===== src/mover_pkg.sv =====
`default_nettype none
package mover_pkg;
   // channel layout: even index receives, odd index transmits
   localparam int NumPeriph  = 4;
   localparam int NumChan    = 2 * NumPeriph;
   localparam int ChanIdxW   = 3;
   localparam int PtrWidth   = 32;
   localparam int CntWidth   = 16;
   localparam int DataWidth  = 32;
   localparam logic [PtrWidth-1:0] PtrReset = 32'h0000_0000;
   localparam logic [CntWidth-1:0] CntReset = 16'h0000;
   // item size codes: bytes moved per item is 1 << code
   localparam logic [1:0] SizeByte = 2'h0;
   localparam logic [1:0] SizeHalf = 2'h1;
   localparam logic [1:0] SizeWord = 2'h2;
   localparam int DirBit = 0;
   typedef enum logic [1:0] {IdleSt, BusySt, RecoverSt} mover_state_type;
endpackage
`default_nettype wire


===== src/mover_channel.sv =====
`default_nettype none
module mover_channel #(
   parameter int PtrW = mover_pkg::PtrWidth,
   parameter int CntW = mover_pkg::CntWidth
) (
   // clock and reset
   input  wire logic            clock,
   input  wire logic            nrst,
   // register writes from the owning peripheral
   input  wire logic            ptrWr,
   input  wire logic            cntWr,
   input  wire logic [PtrW-1:0] wrData,
   // item completion
   input  wire logic            advance,
   input  wire logic [PtrW-1:0] stepBytes,
   // state
   output var  logic [PtrW-1:0] ptr_q,
   output var  logic [CntW-1:0] cnt_q,
   output var  logic            endPulse_q
);
   logic [PtrW-1:0] ptr_d;
   logic [CntW-1:0] cnt_d;
   logic            endPulse_d;
   wire             live = (cnt_q != '0);

   // software load wins over a completing item in the same cycle
   assign ptr_d = ptrWr ? wrData
                : (advance && live) ? ptr_q + stepBytes : ptr_q;
   assign cnt_d = cntWr ? wrData[CntW-1:0]
                : (advance && live) ? cnt_q - 1'b1 : cnt_q;
   assign endPulse_d = !cntWr && advance && (cnt_q == 1);

   always_ff @(posedge clock or negedge nrst)
   begin
      if (!nrst)
      begin
         ptr_q      <= mover_pkg::PtrReset;
         cnt_q      <= mover_pkg::CntReset;
         endPulse_q <= 1'b0;
      end
      else
      begin
         ptr_q      <= ptr_d;
         cnt_q      <= cnt_d;
         endPulse_q <= endPulse_d;
      end
   end

   //==========================================================
   // checks
   chk_count_step: assert property (@(posedge clock)
      disable iff (!nrst)
      advance && live && !cntWr |=> cnt_q == $past(cnt_q) - 1'b1)
      else $error("count did not step down");
   chk_ptr_step: assert property (@(posedge clock)
      disable iff (!nrst)
      advance && live && !ptrWr |=> ptr_q == $past(ptr_q) + $past(stepBytes))
      else $error("pointer did not advance by item size");
   chk_end_pulse: assert property (@(posedge clock)
      disable iff (!nrst)
      endPulse_q |-> cnt_q == '0 && $past(cnt_q) == 1)
      else $error("end pulse without last item");
endmodule
`default_nettype wire


===== src/peripheral_data_mover.sv =====
//Behaviour
//- eight channels: one receive and one transmit per serial peripheral
//- items move between peripherals and memory with no processor work
//- each channel holds a 32-bit pointer and 16-bit count
//- owning peripheral gets an end pulse when the last item moves
//- up to 65535 contiguous items of 1 << code bytes each move from one start address
//- pointer and count are written through the owning peripheral's space
`default_nettype none
module peripheral_data_mover #(
   parameter int NumPeriph = mover_pkg::NumPeriph
) (
   // clock and reset
   input  wire logic                                 clock,
   input  wire logic                                 nrst,
   // register writes decoded inside each owning peripheral
   input  wire logic [2*NumPeriph-1:0]               ptrWr,
   input  wire logic [2*NumPeriph-1:0]               cntWr,
   input  wire logic [mover_pkg::PtrWidth-1:0]       regWdata,
   // register readback towards the owning peripheral
   output var  logic [2*NumPeriph-1:0][mover_pkg::PtrWidth-1:0] ptrValue,
   output var  logic [2*NumPeriph-1:0][mover_pkg::CntWidth-1:0] cntValue,
   output var  logic [2*NumPeriph-1:0]               endOfXfer,
   // peripheral data paths
   input  wire logic [2*NumPeriph-1:0]               xferReq,
   input  wire logic [NumPeriph-1:0][1:0]            itemCode,
   input  wire logic [NumPeriph-1:0][mover_pkg::DataWidth-1:0] rxData,
   output var  logic [2*NumPeriph-1:0]               xferAck,
   output var  logic [mover_pkg::DataWidth-1:0]      txData,
   // system memory bus
   output var  logic                                 memReq,
   output var  logic                                 memWrite,
   output var  logic [mover_pkg::PtrWidth-1:0]       memAddr,
   output var  logic [mover_pkg::DataWidth-1:0]      memWdata,
   output var  logic [1:0]                           memSize,
   input  wire logic                                 memAck,
   input  wire logic [mover_pkg::DataWidth-1:0]      memRdata
);
   localparam int NumChan = 2 * NumPeriph;
   localparam int IdxW    = mover_pkg::ChanIdxW;

   mover_pkg::mover_state_type state_q;
   mover_pkg::mover_state_type state_d;

   logic [NumChan-1:0][mover_pkg::PtrWidth-1:0] ptr;
   logic [NumChan-1:0][mover_pkg::CntWidth-1:0] cnt;
   logic [NumChan-1:0]                 eligible;
   logic [NumChan-1:0]                 advance;
   logic [IdxW-1:0]                    pick;
   logic                               anyPick;
   logic [IdxW-1:0]                    grant_q;
   logic [NumChan-1:0]                 ack_q;
   logic [mover_pkg::DataWidth-1:0]    txData_q;
   logic                               memReq_q;
   logic                               memWrite_q;
   logic [mover_pkg::PtrWidth-1:0]     memAddr_q;
   logic [mover_pkg::DataWidth-1:0]    memWdata_q;
   logic [1:0]                         memSize_q;

   //==========================================================
   // channels
   genvar gi;
   generate
      for (gi = 0; gi < NumChan; gi++)
      begin : chan
         wire [1:0] code = itemCode[gi/2];
         wire [mover_pkg::PtrWidth-1:0] step =
            mover_pkg::PtrWidth'(1) << code;
         assign eligible[gi] = xferReq[gi] && (cnt[gi] != '0);
         assign advance[gi]  = (state_q == mover_pkg::BusySt) && memAck &&
                               (grant_q == IdxW'(gi));
         // pointer and count live behind the peripheral's own decode
         mover_channel #(
            .PtrW(mover_pkg::PtrWidth),
            .CntW(mover_pkg::CntWidth)
         ) u_chan (
            .clock     (clock),
            .nrst      (nrst),
            .ptrWr     (ptrWr[gi]),
            .cntWr     (cntWr[gi]),
            .wrData    (regWdata),
            .advance   (advance[gi]),
            .stepBytes (step),
            .ptr_q     (ptr[gi]),
            .cnt_q     (cnt[gi]),
            .endPulse_q(endOfXfer[gi])
         );
      end
   endgenerate

   //==========================================================
   // fixed priority: lowest channel index first
   always_comb
   begin
      pick    = '0;
      anyPick = 1'b0;
      for (int i = NumChan - 1; i >= 0; i--)
      begin
         if (eligible[i])
         begin
            pick    = IdxW'(i);
            anyPick = 1'b1;
         end
      end
   end

   wire            pickRx   = (pick[mover_pkg::DirBit] == 1'b0);
   wire [IdxW-2:0] pickPer  = pick[IdxW-1:1];
   wire            grantTx  = grant_q[mover_pkg::DirBit];
   wire            finishing = (state_q == mover_pkg::BusySt) && memAck;

   //==========================================================
   // sequencer
   // recover state gives the peripheral one edge to drop its request
   always_comb
   begin
      state_d = state_q;
      case (state_q)
         mover_pkg::IdleSt:
            if (anyPick)
               state_d = mover_pkg::BusySt;
         mover_pkg::BusySt:
            if (memAck)
               state_d = mover_pkg::RecoverSt;
         mover_pkg::RecoverSt:
            state_d = mover_pkg::IdleSt;
         default:
            state_d = mover_pkg::IdleSt;
      endcase
   end

   always_ff @(posedge clock or negedge nrst)
   begin
      if (!nrst)
      begin
         state_q    <= mover_pkg::IdleSt;
         grant_q    <= '0;
         memReq_q   <= 1'b0;
         memWrite_q <= 1'b0;
         memAddr_q  <= '0;
         memWdata_q <= '0;
         memSize_q  <= mover_pkg::SizeByte;
      end
      else
      begin
         state_q <= state_d;
         if (state_q == mover_pkg::IdleSt && anyPick)
         begin
            grant_q    <= pick;
            memReq_q   <= 1'b1;
            memWrite_q <= pickRx;
            memAddr_q  <= ptr[pick];
            memWdata_q <= rxData[pickPer];
            memSize_q  <= itemCode[pickPer];
         end
         else if (finishing)
            memReq_q <= 1'b0;
      end
   end

   always_ff @(posedge clock or negedge nrst)
   begin
      if (!nrst)
      begin
         ack_q    <= '0;
         txData_q <= '0;
      end
      else
      begin
         ack_q <= advance;
         if (finishing && grantTx)
            txData_q <= memRdata;
      end
   end

   assign ptrValue = ptr;
   assign cntValue = cnt;
   assign xferAck  = ack_q;
   assign txData   = txData_q;
   assign memReq   = memReq_q;
   assign memWrite = memWrite_q;
   assign memAddr  = memAddr_q;
   assign memWdata = memWdata_q;
   assign memSize  = memSize_q;

   //==========================================================
   // checks
   chk_start_live: assert property (@(posedge clock)
      disable iff (!nrst)
      $rose(memReq_q) |-> $past(cnt[pick]) != '0 && $past(xferReq[pick]))
      else $error("access started for idle channel");
   chk_dir_map: assert property (@(posedge clock)
      disable iff (!nrst)
      memReq_q |-> memWrite_q == !grant_q[0])
      else $error("direction does not match channel");
   chk_ack_follow: assert property (@(posedge clock)
      disable iff (!nrst)
      memReq_q && memAck |=> xferAck[grant_q] && $onehot(xferAck) && !memReq)
      else $error("completion not acknowledged to peripheral");
   chk_addr_ptr: assert property (@(posedge clock)
      disable iff (!nrst)
      $rose(memReq_q) |-> memAddr_q == $past(ptr[pick]))
      else $error("address not taken from pointer");

   //==========================================================
   // access and handshake checks
   chk_req_hold: assert property (@(posedge clock)
      disable iff (!nrst)
      memReq_q && !memAck |=> memReq_q && $stable(memAddr_q) &&
         $stable(memWrite_q) && $stable(memSize_q))
      else $error("access fields moved before completion");
   chk_wdata_rx: assert property (@(posedge clock)
      disable iff (!nrst)
      $rose(memReq_q) && memWrite_q |->
         memWdata_q == $past(rxData[pick[IdxW-1:1]]))
      else $error("write data not taken from receiver");
   chk_tx_data: assert property (@(posedge clock)
      disable iff (!nrst)
      memReq_q && memAck && grant_q[mover_pkg::DirBit] |=>
         txData == $past(memRdata))
      else $error("read data not handed to transmitter");
   chk_size_code: assert property (@(posedge clock)
      disable iff (!nrst)
      $rose(memReq_q) |-> memSize_q == $past(itemCode[pick[IdxW-1:1]]))
      else $error("access size differs from item size");
   chk_end_ack: assert property (@(posedge clock)
      disable iff (!nrst)
      |endOfXfer |-> (endOfXfer & ~xferAck) == '0)
      else $error("end pulse without matching completion");
endmodule
`default_nettype wire


===== config.mk =====
export PLATFORM = sky130hd
export DESIGN_NAME = peripheral_data_mover
export DESIGN_NICKNAME = d
export VERILOG_FILES = /design/src/mover_pkg.sv /design/src/mover_channel.sv /design/src/peripheral_data_mover.sv
export SDC_FILE = /design/constraint.sdc
export NUM_CORES = 2
export LEC_CHECK = 0
export ABC_AREA = 1
export BUFFER_PORTS_ARGS = -buffer_cell sky130_fd_sc_hd__buf_4
export CAP_MARGIN = 30
export CORE_AREA = 5 5 283 285
export DETAILED_ROUTE_END_ITERATION = 8
export DIE_AREA = 0 0 288 290
export RECOVER_POWER = 50
export REMOVE_ABC_BUFFERS = 1
export SLEW_MARGIN = 10
export SYNTH_ARGS = -nofsm -noshare
export SYNTH_HDL_FRONTEND = slang
export SYNTH_SLANG_ARGS = --single-unit

===== constraint.sdc =====
create_clock -name clock -period 6.8 [get_ports clock]
set_input_delay 0.68 -clock clock [delete_from_list [all_inputs] [get_ports clock]]
set_output_delay 0.68 -clock clock [all_outputs]
set_load 0.01 [all_outputs]

Word level (Yosys, flattened, before mapping)
Index checks and enable logic that the tools add are counted.
{"block": "word_totals", "reg_bits": 505, "input_bits": 227, "out_inout_bits": 500, "word_cells": 212}
{"block": "op_classes", "add_sub_neg": 16, "magnitude_cmp": 2, "eq_ne": 18, "n_shift": 4, "n_mux": 59, "n_bitwise": 1, "reduce_logical": 79}
{"operator": "two-way mux 32 bit", "n": 18}
{"operator": "adder 32 bit", "n": 8}
{"operator": "two-way mux 16 bit", "n": 16}
{"operator": "== test 16 x 1 -> 1 bit (second input constant)", "n": 8}
{"operator": "nonzero test 16 bit", "n": 8}
{"operator": "<< shifter 1 x 2 -> 32 bit (first input constant)", "n": 4}
{"operator": "subtractor 16 x 1 -> 16 bit (second input constant)", "n": 8}
{"operator": "binary-select mux 32 bit (select 3 bit)", "n": 1}
{"operator": "binary-select mux 32 bit (select 2 bit)", "n": 1}
{"operator": "logical AND 1 bit", "n": 43}
{"operator": "nonzero test 2 bit", "n": 17}
{"operator": "two-way mux 3 bit", "n": 8}
{"operator": "== test 3 bit (second input constant)", "n": 4}
{"operator": "two-way mux 1 bit", "n": 10}
{"operator": "zero test 1 bit", "n": 8}
{"operator": "== test 3 x 2 -> 1 bit (second input constant)", "n": 2}
{"operator": "two-way mux 2 bit", "n": 3}
{"operator": "binary-select mux 2 bit (select 2 bit)", "n": 1}
{"operator": "less-than comparator 3 x 4 -> 1 bit (second input constant)", "n": 1}
{"operator": "!= test 2 bit (second input constant)", "n": 2}
{"operator": "one-hot mux 2 bit (2 select lines)", "n": 1}
{"operator": "== test 3 x 1 -> 1 bit (second input constant)", "n": 1}
{"operator": "zero test 3 bit", "n": 1}
{"operator": "less-than comparator 2 x 3 -> 1 bit (second input constant)", "n": 1}
{"operator": "other kinds (4)", "n": 4}

Depth between registers and ports, before layout
{"block": "logic_depth", "word_depth": 12, "ltp_mapped": 20, "ltp_nobuf": 18}

By module
Synthesis repeated with hierarchy kept, for this count alone.
{"block": "hier_totals", "hier_cells": 8138, "area_unflattened_um2": 48838.1}
{"mod": "mover_channel at chan[0].u_chan ...", "instances": 4, "cells_each": 855, "area_each_um2": 5039.8}
{"mod": "mover_channel at chan[4].u_chan ...", "instances": 3, "cells_each": 836, "area_each_um2": 4977.3}
{"mod": "peripheral_data_mover", "instances": 1, "cells_each": 1372, "area_each_um2": 8722.1}
{"mod": "mover_channel at chan[6].u_chan", "instances": 1, "cells_each": 838, "area_each_um2": 5024.8}

Worst setup path after synthesis
No wires, ideal clock.
{"block": "synth_timing", "path_kind": "input -> register", "startpoint": "input itemCode[0] in the netlist's numbering", "endpoint": "register chan[1].u_chan.ptr_q[28]", "arrival_ps": 2861, "slack_ps": 3801, "path_stages": 15, "n_path_buf": 0, "cell_sequence": "nor2_1 -> ha_1 -> inv_1 -> fa_1 -> nand3b_1 -> nand2_1 -> nand2_1 -> nor2_1 -> nand2_1 -> nor2_1 -> nand4_1 -> nor3_1 -> nand3_1 -> nand3_1 -> o221ai_1"}
{"block": "synth_via", "elab_chain_len": 4}
{"element": "start: declaration", "line_no": "peripheral_data_mover.sv:25", "rtl": "input wire logic [NumPeriph-1:0][1:0] itemCode,"}
{"element": "<< shifter 1 x 2 -> 32 bit", "line_no": "peripheral_data_mover.sv:67", "rtl": "mover_pkg::PtrWidth'(1) << code;"}
{"element": "adder 32 bit", "line_no": "mover_channel.sv:28", "rtl": ": (advance && live) ? ptr_q + stepBytes : ptr_q;"}
{"element": "two-way mux 32 bit", "line_no": "mover_channel.sv:28"}
{"element": "two-way mux 32 bit", "line_no": "mover_channel.sv:27", "rtl": "assign ptr_d = ptrWr ? wrData"}
{"element": "end signal: assignment", "line_no": "mover_channel.sv:37", "rtl": "ptr_q <= mover_pkg::PtrReset;"}
{"element": "end signal: assignment", "line_no": "mover_channel.sv:43", "rtl": "ptr_q <= ptr_d;"}
{"element": "end: declaration", "line_no": "mover_channel.sv:17", "rtl": "output var logic [PtrW-1:0] ptr_q,"}
No other way between the ends. The select of a mux whose other input is x is not followed.
A chain may end at the register's enable or synchronous reset.

==> impl_metrics.py <==
metrics = {
    "setup_path": {
        "reg2reg_from": "chan[0].u_chan.cnt_q[0]",
        "cp-start-kind": "input pin",
        "critPathSlowestCell": "clkbuf_1",
        "r2r_slack_ps": 2770,
        "arrival_ps": 4130,
        "crit_type": "in -> async",
        "cpPeakStageDelay_ps": 3370,
        "end_kind": "asynchronous set/reset pin",
        "worstSetupEndpoint": "memAddr[4]",
        "path_cells": "clkbuf_1",
        "r2r-end": "memAddr[30]",
        "crit_buf_inv": 1,
        "cp_num_cells": 1,
        "crit_fanout": 80,
        "crit_family": "buffers and inverters",
        "ff2ff_path_depth": 15,
        "required_ps": 6370,
        "critPathLaunch": "nrst",
    },
    "timing": {
        "fin_setup_tns_ps": 0,
        "skew_ps": 26.1,
        "finalCriticalPeriod_ps": 4560,
        "final_hold_viol_count": 0,
        "worst_slack_ps": 2240,
        "rsz0062_at_grt": "no",
        "slew_viol_final": 112,
        "setup_viol": 0,
        "slew_headroom": -2.27,
        "fmax_ghz": 0.219,
        "post-route-period-util": 0.670,
        "worstMarginPinSlew_ps": 4900,
    },
    "floorplan": {
        "die_x_um": 288,
        "row_count": 102,
        "chipHeight_um": 290,
        "core_um2": 77100,
        "initial_core_util": 0.422,
        "io_pins": 727,
        "design.die.area_um2": 83500,
    },
    "global_route": {
        "grt_usage": 0.357,
        "grt_pass1_wl_um": 226000,
        "grt_use_met3": 0.105,
        "antenna_found_initial": 3,
        "grtUsageMet2": 0.573,
        "gr-total-overflow": 0,
        "grt_pass1_vias": 33700,
        "met1_usage": 0.443,
        "grt_max_degree": 127,
        "busiest_layer": "met2",
    },
    "clocking": {
        "clk_latency_ps": 660,
        "clockBufferDepth": 3,
        "cts_made_buffers": 61,
        "postCtsHoldBufs": 0,
        "post_cts_buffers": 0,
        "clock-sinks": 505,
        "root_buffer": "clkbuf_16",
        "ctsResizeCount": 0,
        "htreeDepth": 2,
        "clk_pin_slew_worst_paths_ps": 60,
        "cts_tree": "built",
    },
    "synthesis": {
        "syn_inst": 4322,
        "synth.avg_cell_area_um2": 7.52,
        "synth_largest_area_cell": "dfrtp_1",
        "synth_top_area_frac": 0.389,
        "async_flop_share": 1.00,
        "ys_types": 52,
        "ys.flop_type": "dfrtp_1",
        "ys_ff_latch": 505,
        "synth_area_um2": 32500,
        "synth_area_leaders": "dfrtp_1 39%, nand2_1 12%, nand3_1 7.4%",
        "seq_area_frac_synth": 0.389,
        "synth_warnings": 0,
        "synth_edf_count": 0,
    },
    "placed_design": {
        "gp_congestion": 1.01,
        "dpl.hpwl_um": 119000,
        "dpl_cell_area_um2": 38800,
        "dp.cells": 5931,
        "port_buffers": 726,
        "place_ws_ps": 2850,
    },
    "cells_and_area": {
        "stdcell_count": 6048,
        "design_area_um2": 40100,
        "fin_nets": 5245,
        "mostFrequentLayoutCell": "nand2_1",
        "mostFrequentLayoutCells": "1002 x nand2_1, 551 x buf_4, 505 x dfrtp_1, 483 x inv_1, 478 x nand3_1",
        "synthToLayoutAreaGrowth_pct": 23.5,
        "drive_above_1_share": 0.153,
    },
    "power_and_ir_drop": {
        "irDropWorstVdd_v": 0.000234,
        "power.density_nw_per_um2": 283,
        "power_leakage_uw": 0.0184,
    },
    "detailed_routing": {
        "avgRoutedWirePerCell_um": 25.9,
        "drt_iter0_markers": 3799,
        "finalWirelength_um": 157000,
        "first_pass_iters": 6,
        "vias_per_cell": 5.81,
        "num_vias": 35100,
        "final_antenna_net_count": 0,
        "route.detailed.drc": 0,
    },
    "flow_run": {
        "cap_violations": 2,
    },
    "status": {
        "violations": "capacitance limit, slew limit",
        "status": "finished, violations left",
    },
    "hold_path": {
        "min_path_type": "in -> reg",
    },
}
[worst min-delay path by stage]
stage	start	end	cells past startpoint
4_1_cts	nrst	chan[6].u_chan.ptr_q[23]	1
3_5_place_dp	memWdata[1]	memWdata[1]	2
3_3_place_gp	memWdata[17]	memWdata[17]	2
2_1_floorplan	nrst	chan[0].u_chan.cnt_q[0]	0
5_1_grt	memAck	state_q[0]	2
6_report	memAck	state_q[0]	2
[sequential cells by signal, summed over array words and instances (netlist names)]
| signal | count |
|---|---|
| chan.u_chan.ptr_q | 256 |
| chan.u_chan.cnt_q | 128 |
| memAddr | 32 |
| memWdata | 32 |
| txData | 32 |
| chan.u_chan.endPulse_q | 8 |
| xferAck | 8 |
| grant_q | 3 |
| memSize | 2 |
| state_q | 2 |
| memReq | 1 |
| memWrite | 1 |
[per-stage QoR]
stage | hold slack [ps] | utilization | power [µW]
after floorplan | 384 | - | 6000
after global placement | 466 | 0.501 | 8150
after detailed placement | 466 | 0.503 | 8200
after CTS | 42.7 | 0.530 | 11700
after global routing | 214 | 0.521 | 11900
final | 219 | 0.521 | 11400
[cell type report]
cell class,instances,area (µm²)
fillers,7881,36900
inverters,506,1900
well taps,1040,1300
clock inverters,22,244
diodes,2,5.00
multi-input cells,3115,17100
flip-flops and latches,505,12600
clock buffers,91,1810
repair buffers,767,5180
[power breakdown]
group          switching, µW  internal, µW  total, µW
clock network           1430          2020       3450
logic                   2340          1290       3630
registers                687          3600       4290
total                   4460          6910      11400
[logic make-up after synthesis]
kind of cell             Yosys count  synth area share
AO/OA/AOI/OAI                    644             0.139
flip-flops                       505             0.389
XOR/XNOR                         224            0.0604
adder cells (fa/ha/maj)           62            0.0257
multiplexers                      32            0.0111
AND/OR/NAND/NOR                 2153             0.288
buffers and inverters            702            0.0872
[Yosys cell counts, drive strengths merged (15+ instances only)]
cell type  instances
a21oi            101
inv              491
buf              101
o21ai            147
nor2             412
clkbuf            95
o221ai           239
xnor2             39
ha                54
o22ai             28
dfrtp            505
nand2           1016
nor4              35
clkinv            15
nand4             61
o211ai            60
nor3             109
mux2              32
nand3            478
xor2             185
or2               27
[layer usage]
metal  up-vias  routed length (µm)
met1     17000               59300
met5         -                   8
met4         2                9000
li1      15900                   -
met2      1845               71400
met3       367               16900
Note: power is estimated with default switching activity, not from simulation.
